--- src/shared/dfe_pkg.sv ---
// Purpose: shared constants and types for the two-channel filtered input block
// Assumes: one 100 MHz module clock, parameter bytes written by the head module
// Notes: parameter selectors follow the printed subindex numbers
package dfe_pkg;

  // clock and microsecond tick
  localparam int unsigned CLK_PERIOD_NS = 10;
  localparam int unsigned NS_PER_US = 1000;
  localparam int unsigned CYC_PER_US = (NS_PER_US + CLK_PERIOD_NS - 1) / CLK_PERIOD_NS;

  // parameter byte selectors
  localparam logic [7:0] SEL_DIAG_EN = 8'h01;
  localparam logic [7:0] SEL_IN0_DELAY = 8'h02;
  localparam logic [7:0] SEL_IN1_DELAY = 8'h03;
  localparam logic [7:0] SEL_RISE_EN = 8'h04;
  localparam logic [7:0] SEL_FALL_EN = 8'h05;

  // reset values
  localparam logic [7:0] RST_DIAG_EN = 8'h00;
  localparam logic [7:0] RST_DELAY = 8'h02;
  localparam logic [7:0] RST_EDGE_EN = 8'h00;

  // diagnostic enable codes
  localparam logic [7:0] DIAG_OFF = 8'h00;
  localparam logic [7:0] DIAG_ON = 8'h40;

  // filter delay codes and their times in microseconds
  localparam logic [7:0] DLY_CODE_1US = 8'h00;
  localparam logic [7:0] DLY_CODE_3US = 8'h02;
  localparam logic [7:0] DLY_CODE_10US = 8'h04;
  localparam logic [7:0] DLY_CODE_86US = 8'h07;
  localparam logic [7:0] DLY_CODE_342US = 8'h09;
  localparam logic [7:0] DLY_CODE_2731US = 8'h0c;
  localparam logic [11:0] DLY_US_1 = 12'd1;
  localparam logic [11:0] DLY_US_3 = 12'd3;
  localparam logic [11:0] DLY_US_10 = 12'd10;
  localparam logic [11:0] DLY_US_86 = 12'd86;
  localparam logic [11:0] DLY_US_342 = 12'd342;
  localparam logic [11:0] DLY_US_2731 = 12'd2731;

  // field positions in per-channel bytes
  localparam int unsigned BIT_IN0 = 0;
  localparam int unsigned BIT_IN1 = 1;
  localparam int unsigned NUM_CH = 2;

  // process interrupt record
  typedef struct packed {
    logic [7:0] edge_flag_byte;
    logic [7:0] captured_input_state;
    logic [15:0] microsecond_stamp;
  } dfe_event_rec_t;

  // parameter write request
  typedef struct packed {
    logic we;
    logic [7:0] sel;
    logic [7:0] wdata;
  } dfe_param_req_t;

endpackage

--- src/rtl/dfe_filter.sv ---
// Purpose: one channel of stability filter on a synchronised input
// Assumes: raw input already passed two flip-flops, us_tick one cycle each microsecond
// Notes: resolution is one microsecond tick, so acceptance lands up to one tick late
`timescale 1ns/1ps
module dfe_filter
  import dfe_pkg::*;
#(
  parameter int unsigned CNT_W = 12
) (
  // clock and reset
  input wire logic clk,
  input wire logic rst_n,
  // timing
  input wire logic us_tick,
  input wire logic [CNT_W-1:0] delay_us,
  // signal
  input wire logic raw_in,
  output logic filt_out
);

  logic [CNT_W-1:0] cnt_r;
  logic state_r;

  // any return to the filtered state restarts the count, so short pulses never pass
  // both directions use the same delay
  // first tick may come right after the change, so one extra tick keeps the full delay
  always_ff @(posedge clk) begin
    if (!rst_n) begin
      cnt_r <= '0;
    end else if (raw_in == state_r) begin
      cnt_r <= '0;
    end else if (us_tick && cnt_r <= delay_us) begin
      cnt_r <= cnt_r + CNT_W'(1);
    end
  end

  always_ff @(posedge clk) begin
    if (!rst_n) begin
      state_r <= 1'b0;
    end else if (raw_in != state_r && cnt_r > delay_us) begin
      state_r <= raw_in;
    end
  end

  assign filt_out = state_r;

endmodule

--- src/rtl/dfe_top.sv ---
// Purpose: two-channel input front end with glitch filter and edge events
// Assumes: head module writes parameter bytes and acknowledges event records
// Notes: diagnostic output reports a lost process event while enabled
`timescale 1ns/1ps
module dfe_top
  import dfe_pkg::*;
#(
  parameter int unsigned DLY_W = 12
) (
  // clock and reset
  input wire logic MCLK,
  input wire logic RESETN,
  // field inputs
  input wire logic INPUT_ZERO,
  input wire logic INPUT_ONE,
  // parameter port
  input wire dfe_param_req_t PARAM_REQ,
  output logic [7:0] PARAM_RDATA,
  // process image and indicators
  output logic [7:0] INPUT_STATE,
  output logic [1:0] CH_LED,
  // process event
  output logic EVT_REQ,
  output dfe_event_rec_t EVT_REC,
  input wire logic EVT_ACK,
  // diagnostics
  output logic DIAG_IRQ
);

  logic [1:0] sync1_r;
  logic [1:0] sync2_r;
  logic [1:0] filt;
  logic [1:0] filt_prev_r;
  logic [7:0] diag_en_r;
  logic [7:0] dly_code_r [NUM_CH];
  logic [DLY_W-1:0] dly_us [NUM_CH];
  logic [7:0] rise_en_r;
  logic [7:0] fall_en_r;
  logic [7:0] rdata_r;
  logic [7:0] presc_r;
  logic us_tick;
  logic [31:0] us_cnt_r;
  logic [1:0] edges;
  logic evt_any;
  logic slot_free;
  logic evt_req_r;
  dfe_event_rec_t rec_r;
  logic lost_r;
  logic [7:0] state_byte;

  function automatic logic code_ok(input logic [7:0] c);
    code_ok = (c == DLY_CODE_1US) || (c == DLY_CODE_3US) || (c == DLY_CODE_10US) ||
              (c == DLY_CODE_86US) || (c == DLY_CODE_342US) || (c == DLY_CODE_2731US);
  endfunction

  function automatic logic [DLY_W-1:0] code_to_us(input logic [7:0] c);
    case (c)
      DLY_CODE_1US: code_to_us = DLY_W'(DLY_US_1);
      DLY_CODE_3US: code_to_us = DLY_W'(DLY_US_3);
      DLY_CODE_10US: code_to_us = DLY_W'(DLY_US_10);
      DLY_CODE_86US: code_to_us = DLY_W'(DLY_US_86);
      DLY_CODE_342US: code_to_us = DLY_W'(DLY_US_342);
      DLY_CODE_2731US: code_to_us = DLY_W'(DLY_US_2731);
      default: code_to_us = DLY_W'(DLY_US_3);
    endcase
  endfunction

  // two-stage synchroniser for the field pins
  always_ff @(posedge MCLK) begin
    if (!RESETN) begin
      sync1_r <= 2'h0;
      sync2_r <= 2'h0;
    end else begin
      sync1_r <= {INPUT_ONE, INPUT_ZERO};
      sync2_r <= sync1_r;
    end
  end

  // microsecond prescaler and free-running counter
  always_ff @(posedge MCLK) begin
    if (!RESETN || us_tick) begin
      presc_r <= 8'h00;
    end else begin
      presc_r <= presc_r + 8'h01;
    end
  end
  assign us_tick = (presc_r == 8'(CYC_PER_US - 1));

  always_ff @(posedge MCLK) begin
    if (!RESETN) begin
      us_cnt_r <= 32'h0;
    end else if (us_tick) begin
      us_cnt_r <= us_cnt_r + 32'h1; // wraps after 2^32-1
    end
  end

  // parameter bytes; the diagnostic byte is trusted to arrive only in stop
  always_ff @(posedge MCLK) begin
    if (!RESETN) begin
      diag_en_r <= RST_DIAG_EN;
    end else if (PARAM_REQ.we && PARAM_REQ.sel == SEL_DIAG_EN &&
                 (PARAM_REQ.wdata == DIAG_OFF || PARAM_REQ.wdata == DIAG_ON)) begin
      diag_en_r <= PARAM_REQ.wdata;
    end
  end

  generate
    for (genvar ch = 0; ch < NUM_CH; ch++) begin : g_ch
      // unknown codes are dropped so the channel keeps a legal delay
      always_ff @(posedge MCLK) begin
        if (!RESETN) begin
          dly_code_r[ch] <= RST_DELAY;
        end else if (PARAM_REQ.we && PARAM_REQ.sel == SEL_IN0_DELAY + 8'(ch) &&
                     code_ok(PARAM_REQ.wdata)) begin
          dly_code_r[ch] <= PARAM_REQ.wdata;
        end
      end
      assign dly_us[ch] = code_to_us(dly_code_r[ch]);

      dfe_filter #(
        .CNT_W(DLY_W)
      ) u_filter (
        .clk(MCLK),
        .rst_n(RESETN),
        .us_tick(us_tick),
        .delay_us(dly_us[ch]),
        .raw_in(sync2_r[ch]),
        .filt_out(filt[ch])
      );
    end
  endgenerate

  // reserved bits are stored but never act
  always_ff @(posedge MCLK) begin
    if (!RESETN) begin
      rise_en_r <= RST_EDGE_EN;
      fall_en_r <= RST_EDGE_EN;
    end else if (PARAM_REQ.we && PARAM_REQ.sel == SEL_RISE_EN) begin
      rise_en_r <= PARAM_REQ.wdata;
    end else if (PARAM_REQ.we && PARAM_REQ.sel == SEL_FALL_EN) begin
      fall_en_r <= PARAM_REQ.wdata;
    end
  end

  always_ff @(posedge MCLK) begin
    if (!RESETN) begin
      rdata_r <= 8'h00;
    end else begin
      case (PARAM_REQ.sel)
        SEL_DIAG_EN: rdata_r <= diag_en_r;
        SEL_IN0_DELAY: rdata_r <= dly_code_r[0];
        SEL_IN1_DELAY: rdata_r <= dly_code_r[1];
        SEL_RISE_EN: rdata_r <= rise_en_r;
        SEL_FALL_EN: rdata_r <= fall_en_r;
        default: rdata_r <= 8'h00;
      endcase
    end
  end

  // edges come from the filtered state only
  always_ff @(posedge MCLK) begin
    if (!RESETN) begin
      filt_prev_r <= 2'h0;
    end else begin
      filt_prev_r <= filt;
    end
  end
  assign edges = (filt & ~filt_prev_r & rise_en_r[1:0]) |
                 (~filt & filt_prev_r & fall_en_r[1:0]);
  assign evt_any = |edges;
  assign slot_free = !evt_req_r || EVT_ACK;
  assign state_byte = {6'h00, filt};

  // a new event in the acknowledge cycle still takes the slot
  always_ff @(posedge MCLK) begin
    if (!RESETN) begin
      evt_req_r <= 1'b0;
    end else if (evt_any && slot_free) begin
      evt_req_r <= 1'b1;
    end else if (EVT_ACK) begin
      evt_req_r <= 1'b0;
    end
  end

  always_ff @(posedge MCLK) begin
    if (!RESETN) begin
      rec_r <= '0;
    end else if (evt_any && slot_free) begin
      rec_r.edge_flag_byte <= {6'h00, edges};
      rec_r.captured_input_state <= state_byte;
      rec_r.microsecond_stamp <= us_cnt_r[15:0];
    end
  end

  // an event with the slot busy is lost; cleared once the slot is acknowledged
  always_ff @(posedge MCLK) begin
    if (!RESETN) begin
      lost_r <= 1'b0;
    end else if (evt_any && !slot_free) begin
      lost_r <= 1'b1;
    end else if (EVT_ACK) begin
      lost_r <= 1'b0;
    end
  end

  assign PARAM_RDATA = rdata_r;
  assign INPUT_STATE = state_byte;
  assign CH_LED = filt;
  assign EVT_REQ = evt_req_r;
  assign EVT_REC = rec_r;
  assign DIAG_IRQ = lost_r && (diag_en_r == DIAG_ON);

endmodule

--- config.mk ---
export PLATFORM = sky130hd
export DESIGN_NAME = dfe_top
export DESIGN_NICKNAME = d
export VERILOG_FILES = /design/src/shared/dfe_pkg.sv /design/src/rtl/dfe_filter.sv /design/src/rtl/dfe_top.sv
export SDC_FILE = /design/constraint.sdc
export NUM_CORES = 1
export LEC_CHECK = 0
export ABC_AREA = 1
export BUFFER_PORTS_ARGS = -buffer_cell sky130_fd_sc_hd__buf_2
export CAP_MARGIN = 20
export CELL_PAD_IN_SITES_DETAIL_PLACEMENT = 0
export CELL_PAD_IN_SITES_GLOBAL_PLACEMENT = 1
export CORE_MARGIN = 5
export CORE_UTILIZATION = 35
export DETAILED_ROUTE_END_ITERATION = 10
export GPL_ROUTABILITY_DRIVEN = 0
export PLACE_DENSITY_LB_ADDON = 0.1
export SYNTH_ARGS = -nofsm -noshare
export SYNTH_HDL_FRONTEND = slang
export SYNTH_SLANG_ARGS = --single-unit
--- constraint.sdc ---
create_clock -name MCLK -period 2.7 [get_ports MCLK]
set_input_delay 0.135 -clock MCLK [delete_from_list [all_inputs] [get_ports MCLK]]
set_output_delay 0.135 -clock MCLK [all_outputs]
set_load 0.1 [all_outputs]
==> metrics.md <==
| Metric | Value |
|---|---|
| Most used cell, CP | `nand2_1` |
| Post-DR wirelength/cell | `13.23 µm` |
| Post-route antenna net violation count | `0` |
| Critical Path RT | `3.04 ns` |
| Fin. Hold Viols | `0` |
| Post-route DRC | `0` |
| Initial antenna violation count | `0` |
| Global route total overflow | `0` |
| Seq cells post-synth | `between 100 and 150` |
| Total number of vias | `~5600` |
| Non-Filler Instances | `about 1200` |
| Fillers | `1915` |
| Placed cell areas | `between 6000 and 7000 µm²` |
| Final Max Slew Viols | `0` |
| NumNets Final | `a little over 1000` |
| DRT Wirelength | `15940 µm` |
| Post-Route Setup TNS | `0 ns` |
| H-tree depth | `4` |
| Clock sinks | `between 100 and 150` |
| Finished Core Util | `a little over two fifths` |
| DIE WIDTH | `145.3 µm` |
| Skew-Pair Late Insertion Delay | `between 0.4 and 0.5 ns` |
| Internal power | `about 3.6 mW` |
| Share of cells above drive strength 1 | `a little over an eighth` |
| Reg2reg end | `g_ch[1].u_filter.cnt_r[11]$_SDFFE_PP0P_` |
| IO Port Bufs | `55` |
| Most numerous cell in the Yosys netlist | `nand2_1` |
| Startpoint Class | `register` |
| Die Ht | `145.3 µm` |
| Post-synth top area share | `between 30% and 40%` |
| Number of flops mapped to enable cells by yosys | `16` |
| Top cells by count, synth | `206 x nand2_1, 110 x dfxtp_1, 107 x inv_1` |
| Max Freq | `about 0.41 GHz` |
| Slowest cell on crit path | `edfxtp_1` |
| LEAKAGE | `3.347 nW` |
| Clock group share of total power | `52.8%` |
| Core ar. | `roughly 18000 µm²` |
| ANT cells | `0` |
| Drt pass-1 iters | `6` |
| Yosys cell types | `39` |
| CP endpoint kind | `register` |
| TritonCTS clock tree | `done` |
| Synth Area in XOR/XNOR | `less than 1%` |
| Min Hold Slack | `between 0.03 and 0.04 ns` |
| Crit Reg-Reg Startpoint | `dly_code_r[1][4]$_SDFFCE_PN0P_` |
| Ys Warns | `0` |
| Clk_skew | `about 0.010 ns` |
| Number of DRC markers in iteration 0 | `slightly above 200` |
| WP data arrival | `2.76 ns` |
| Post-Syn Instances | `886` |
| Critical Path, Cell by Cell | `nor2_1, nand2_1, inv_1, nand4_1, o21a_1, ha_1, nand2_1, inv_1, nand2_1, nor2_1, nand4_1, nand2_1, buf_4, nand2_1, nand2_1, nand2_1, nor2_1` |
| Mapped Avg Cell Area | `approximately 7.2 µm²` |
| First-pass GRT wire length | `about 26000 µm` |
| Compound-cell area share of the yosys netlist | `about a tenth` |
| Post-synth top area cell | `dfxtp_1` |
| Fin area | `about 7600 µm²` |
| Reg power frac | `between 40% and 50%` |
| Num CTS Buffers | `17` |
| I/O Pins | `between 70 and 80` |
| Max-cap viol count | `0` |
| Synth area leaders | `dfxtp_1 34%, nand2_1 12%, edfxtp_1 7.5%, inv_1 6.3%, a21oi_1 6.2%` |
| Worst Tran Pin Value | `about 0.95 ns` |
| Rows | `between 40 and 50` |
| Die area | `between 20000 and 25000 µm²` |
| Final Setup Violations | `0` |
| Worst VDD drop | `about 420 µV` |
| Crit path kind | `register to register` |
| Worst path max stage delay | `approximately 0.4 ns` |
| Simple-gate share of the synthesized area | `30.61%` |
| Starting density of the core | `between 30% and 40%` |
| Final worst slack | `approximately 0.29 ns` |
| Tot Pwr | `4.638 mW` |
| Post-Synth Adder-Cell Area | `approximately 5%` |
| Relative slew slack | `36.79%` |
| Share of synthesized registers carrying an async set or reset | `0%` |
| DR vias/cell | `4.610` |
| Top_reg_cell synth | `dfxtp_1` |
| Worst-path clk slew | `0.06 ns` |
| GRT Total Usage | `between 10% and 20%` |
| Main combinational cell family by area after synthesis | `simple AND/OR/NAND/NOR gates` |
| Hold Path Class | `input pin to register` |
| Outcome | `finished, final reports clean` |
| Largest net degree at the start of global routing | `30` |
| Cell area after synthesis | `between 6000 and 7000 µm²` |
| Vias in the first global route | `5254` |
| Clock root cell | `clkbuf_16` |
| R2R depth | `17` |
| Multiplexer area fraction after synthesis | `0%` |
| Setup slack, reg-to-reg | `about 0.29 ns` |
| Crit path capture | `g_ch[1].u_filter.cnt_r[11]$_SDFFE_PP0P_` |
| Longest Clk Path Bufs | `2` |
| PwrDens | `608.3 nW/µm²` |
| Dpl ws | `between 0.08 and 0.09 ns` |
| Worst-path maximum fanout | `16` |
| Final min period | `between 2 and 2.5 ns` |
| Post-synthesis sequential area ratio | `about two fifths` |
| Sw Pwr | `about 1.1 mW` |
| Switch share | `a little under a quarter` |
| Dpl hpwl | `11410 µm` |
| Combinational fraction of design power | `between 5 and 6%` |
| DP Cell Count | `between 1000 and 1500` |
| Setup crit start | `dly_code_r[1][4]$_SDFFCE_PN0P_` |
| Area growth from synthesis to layout | `18.95%` |
| Crit share post-route | `89.43%` |
==> per-layer routing <==
| layer | up-vias | GRT usage, % | share of wire, % | wire (µm) |
|---|---|---|---|---|
| met2 | 73 | 23.66 | 45 | 7173 |
| met3 | 15 | 3.021 | 2.8 | 450 |
| met4 | 0 | 4.664 | 1.1 | 174 |
| met5 | - | 0 | 0 | 0 |
| li1 | 2988 | - | - | - |
| met1 | 2479 | 20.65 | 51 | 8143 |
==> logic make-up after synthesis <==
| family | Yosys count |
|---|---|
| AND/OR/NAND/NOR | 444 |
| buffers and inverters | 155 |
| AO/OA/AOI/OAI | 127 |
| flip-flops | 126 |
| adder cells (fa/ha/maj) | 26 |
| XOR/XNOR | 7 |
| other | 1 |
==> layout by cell type (no fill, tap or decap), types with 3 or more instances in the layout <==
master	netlist	routed
nor4_1	6	4
inv_4	0	3
bufinv_16	0	4
nor2_1	104	101
a21oi_1	80	80
nand3_1	74	73
xor2_1	5	5
buf_4	27	11
nand4_1	18	18
nand2_4	1	4
nor3_2	3	3
nor2_4	3	3
edfxtp_1	16	16
nor3_1	13	13
inv_1	107	107
nor2_2	4	7
dfxtp_1	110	110
buf_2	4	55
inv_2	3	3
conb_1	1	26
o21ai_0	40	40
nand2_1	206	206
dlygate4sd3_1	0	10
clkbuf_16	0	17
clkinv_2	1	3
ha_1	26	26
==> flip-flops by register name (all words and copies together), names as in the netlist, 2 cells and up <==
| signal | count |
|---|---|
| g_ch.u_filter.cnt_r | 24 |
| EVT_REC | 20 |
| dly_code_r | 16 |
| us_cnt_r | 16 |
| PARAM_RDATA | 8 |
| diag_en_r | 8 |
| fall_en_r | 8 |
| presc_r | 8 |
| rise_en_r | 8 |
| filt_prev_r | 2 |
| g_ch.u_filter.filt_out | 2 |
| sync1_r | 2 |
| sync2_r | 2 |
==> worst max-delay path: cells and delay by family (launching register included) <==
| kind | cells | cell delay (ns) |
|---|---|---|
| DFF | 1 | 0.40 |
| buffers and inverters | 3 | 0.37 |
| AOI/OAI and AO/OA | 1 | 0.20 |
| adders and majority gates | 1 | 0.29 |
| and+or+nand+nor | 12 | 1.09 |
==> power by group through the flow <==
stage	registers, mW	logic (mW)	clock network [mW]
after floorplan	1.98	0.208	0
after global routing	1.94	0.268	2.58
after detailed placement	1.98	0.237	0
final	1.94	0.250	2.45
after global placement	1.98	0.238	0
after CTS	1.94	0.248	2.50
==> area by class of cell <==
| type | count | area [µm²] | share of cell area, % |
|---|---|---|---|
| Timing Repair Buffer | 76 | 457.9 | 6.006 |
| Multi-Input combinational cell | 632 | 3162 | 41.47 |
| Sequential cell | 126 | 2683 | 35.18 |
| Inverter | 111 | 417.9 | 5.481 |
| Tap cell | 229 | 286.5 | 3.758 |
| Clock buffer | 21 | 460.4 | 6.039 |
| Clock inverter | 10 | 157.7 | 2.068 |
==> worst min path at each step <==
| stage | slack, ns | startpoint | endpoint | depth (start not counted) |
|---|---|---|---|---|
| after floorplan | 0.21 | EVT_ACK | lost_r$_SDFFE_PN0P_ | 1 |
| after global placement | 0.32 | INPUT_ZERO | sync1_r[0]$_SDFF_PN0_ | 3 |
| after detailed placement | 0.32 | EVT_ACK | lost_r$_SDFFE_PN0P_ | 2 |
| after CTS | 0.008 | PARAM_REQ[0] | fall_en_r[0]$_SDFFE_PN0P_ | 3 |
| after global routing | 0.05 | PARAM_REQ[0] | fall_en_r[0]$_SDFFE_PN0P_ | 3 |
| final | 0.03 | PARAM_REQ[0] | fall_en_r[0]$_SDFFE_PN0P_ | 3 |
==> repair_timing <==
action / in CTS / in global routing
gates resized for setup: 0 / 9
buffers inserted: 0 / 3
endpoints found under the hold margin: 14 / 0
hold buffers: 10 / 0
endpoints found under the setup margin: 0 / 13
No activity file was read; power rests on OpenSTA's default activity.
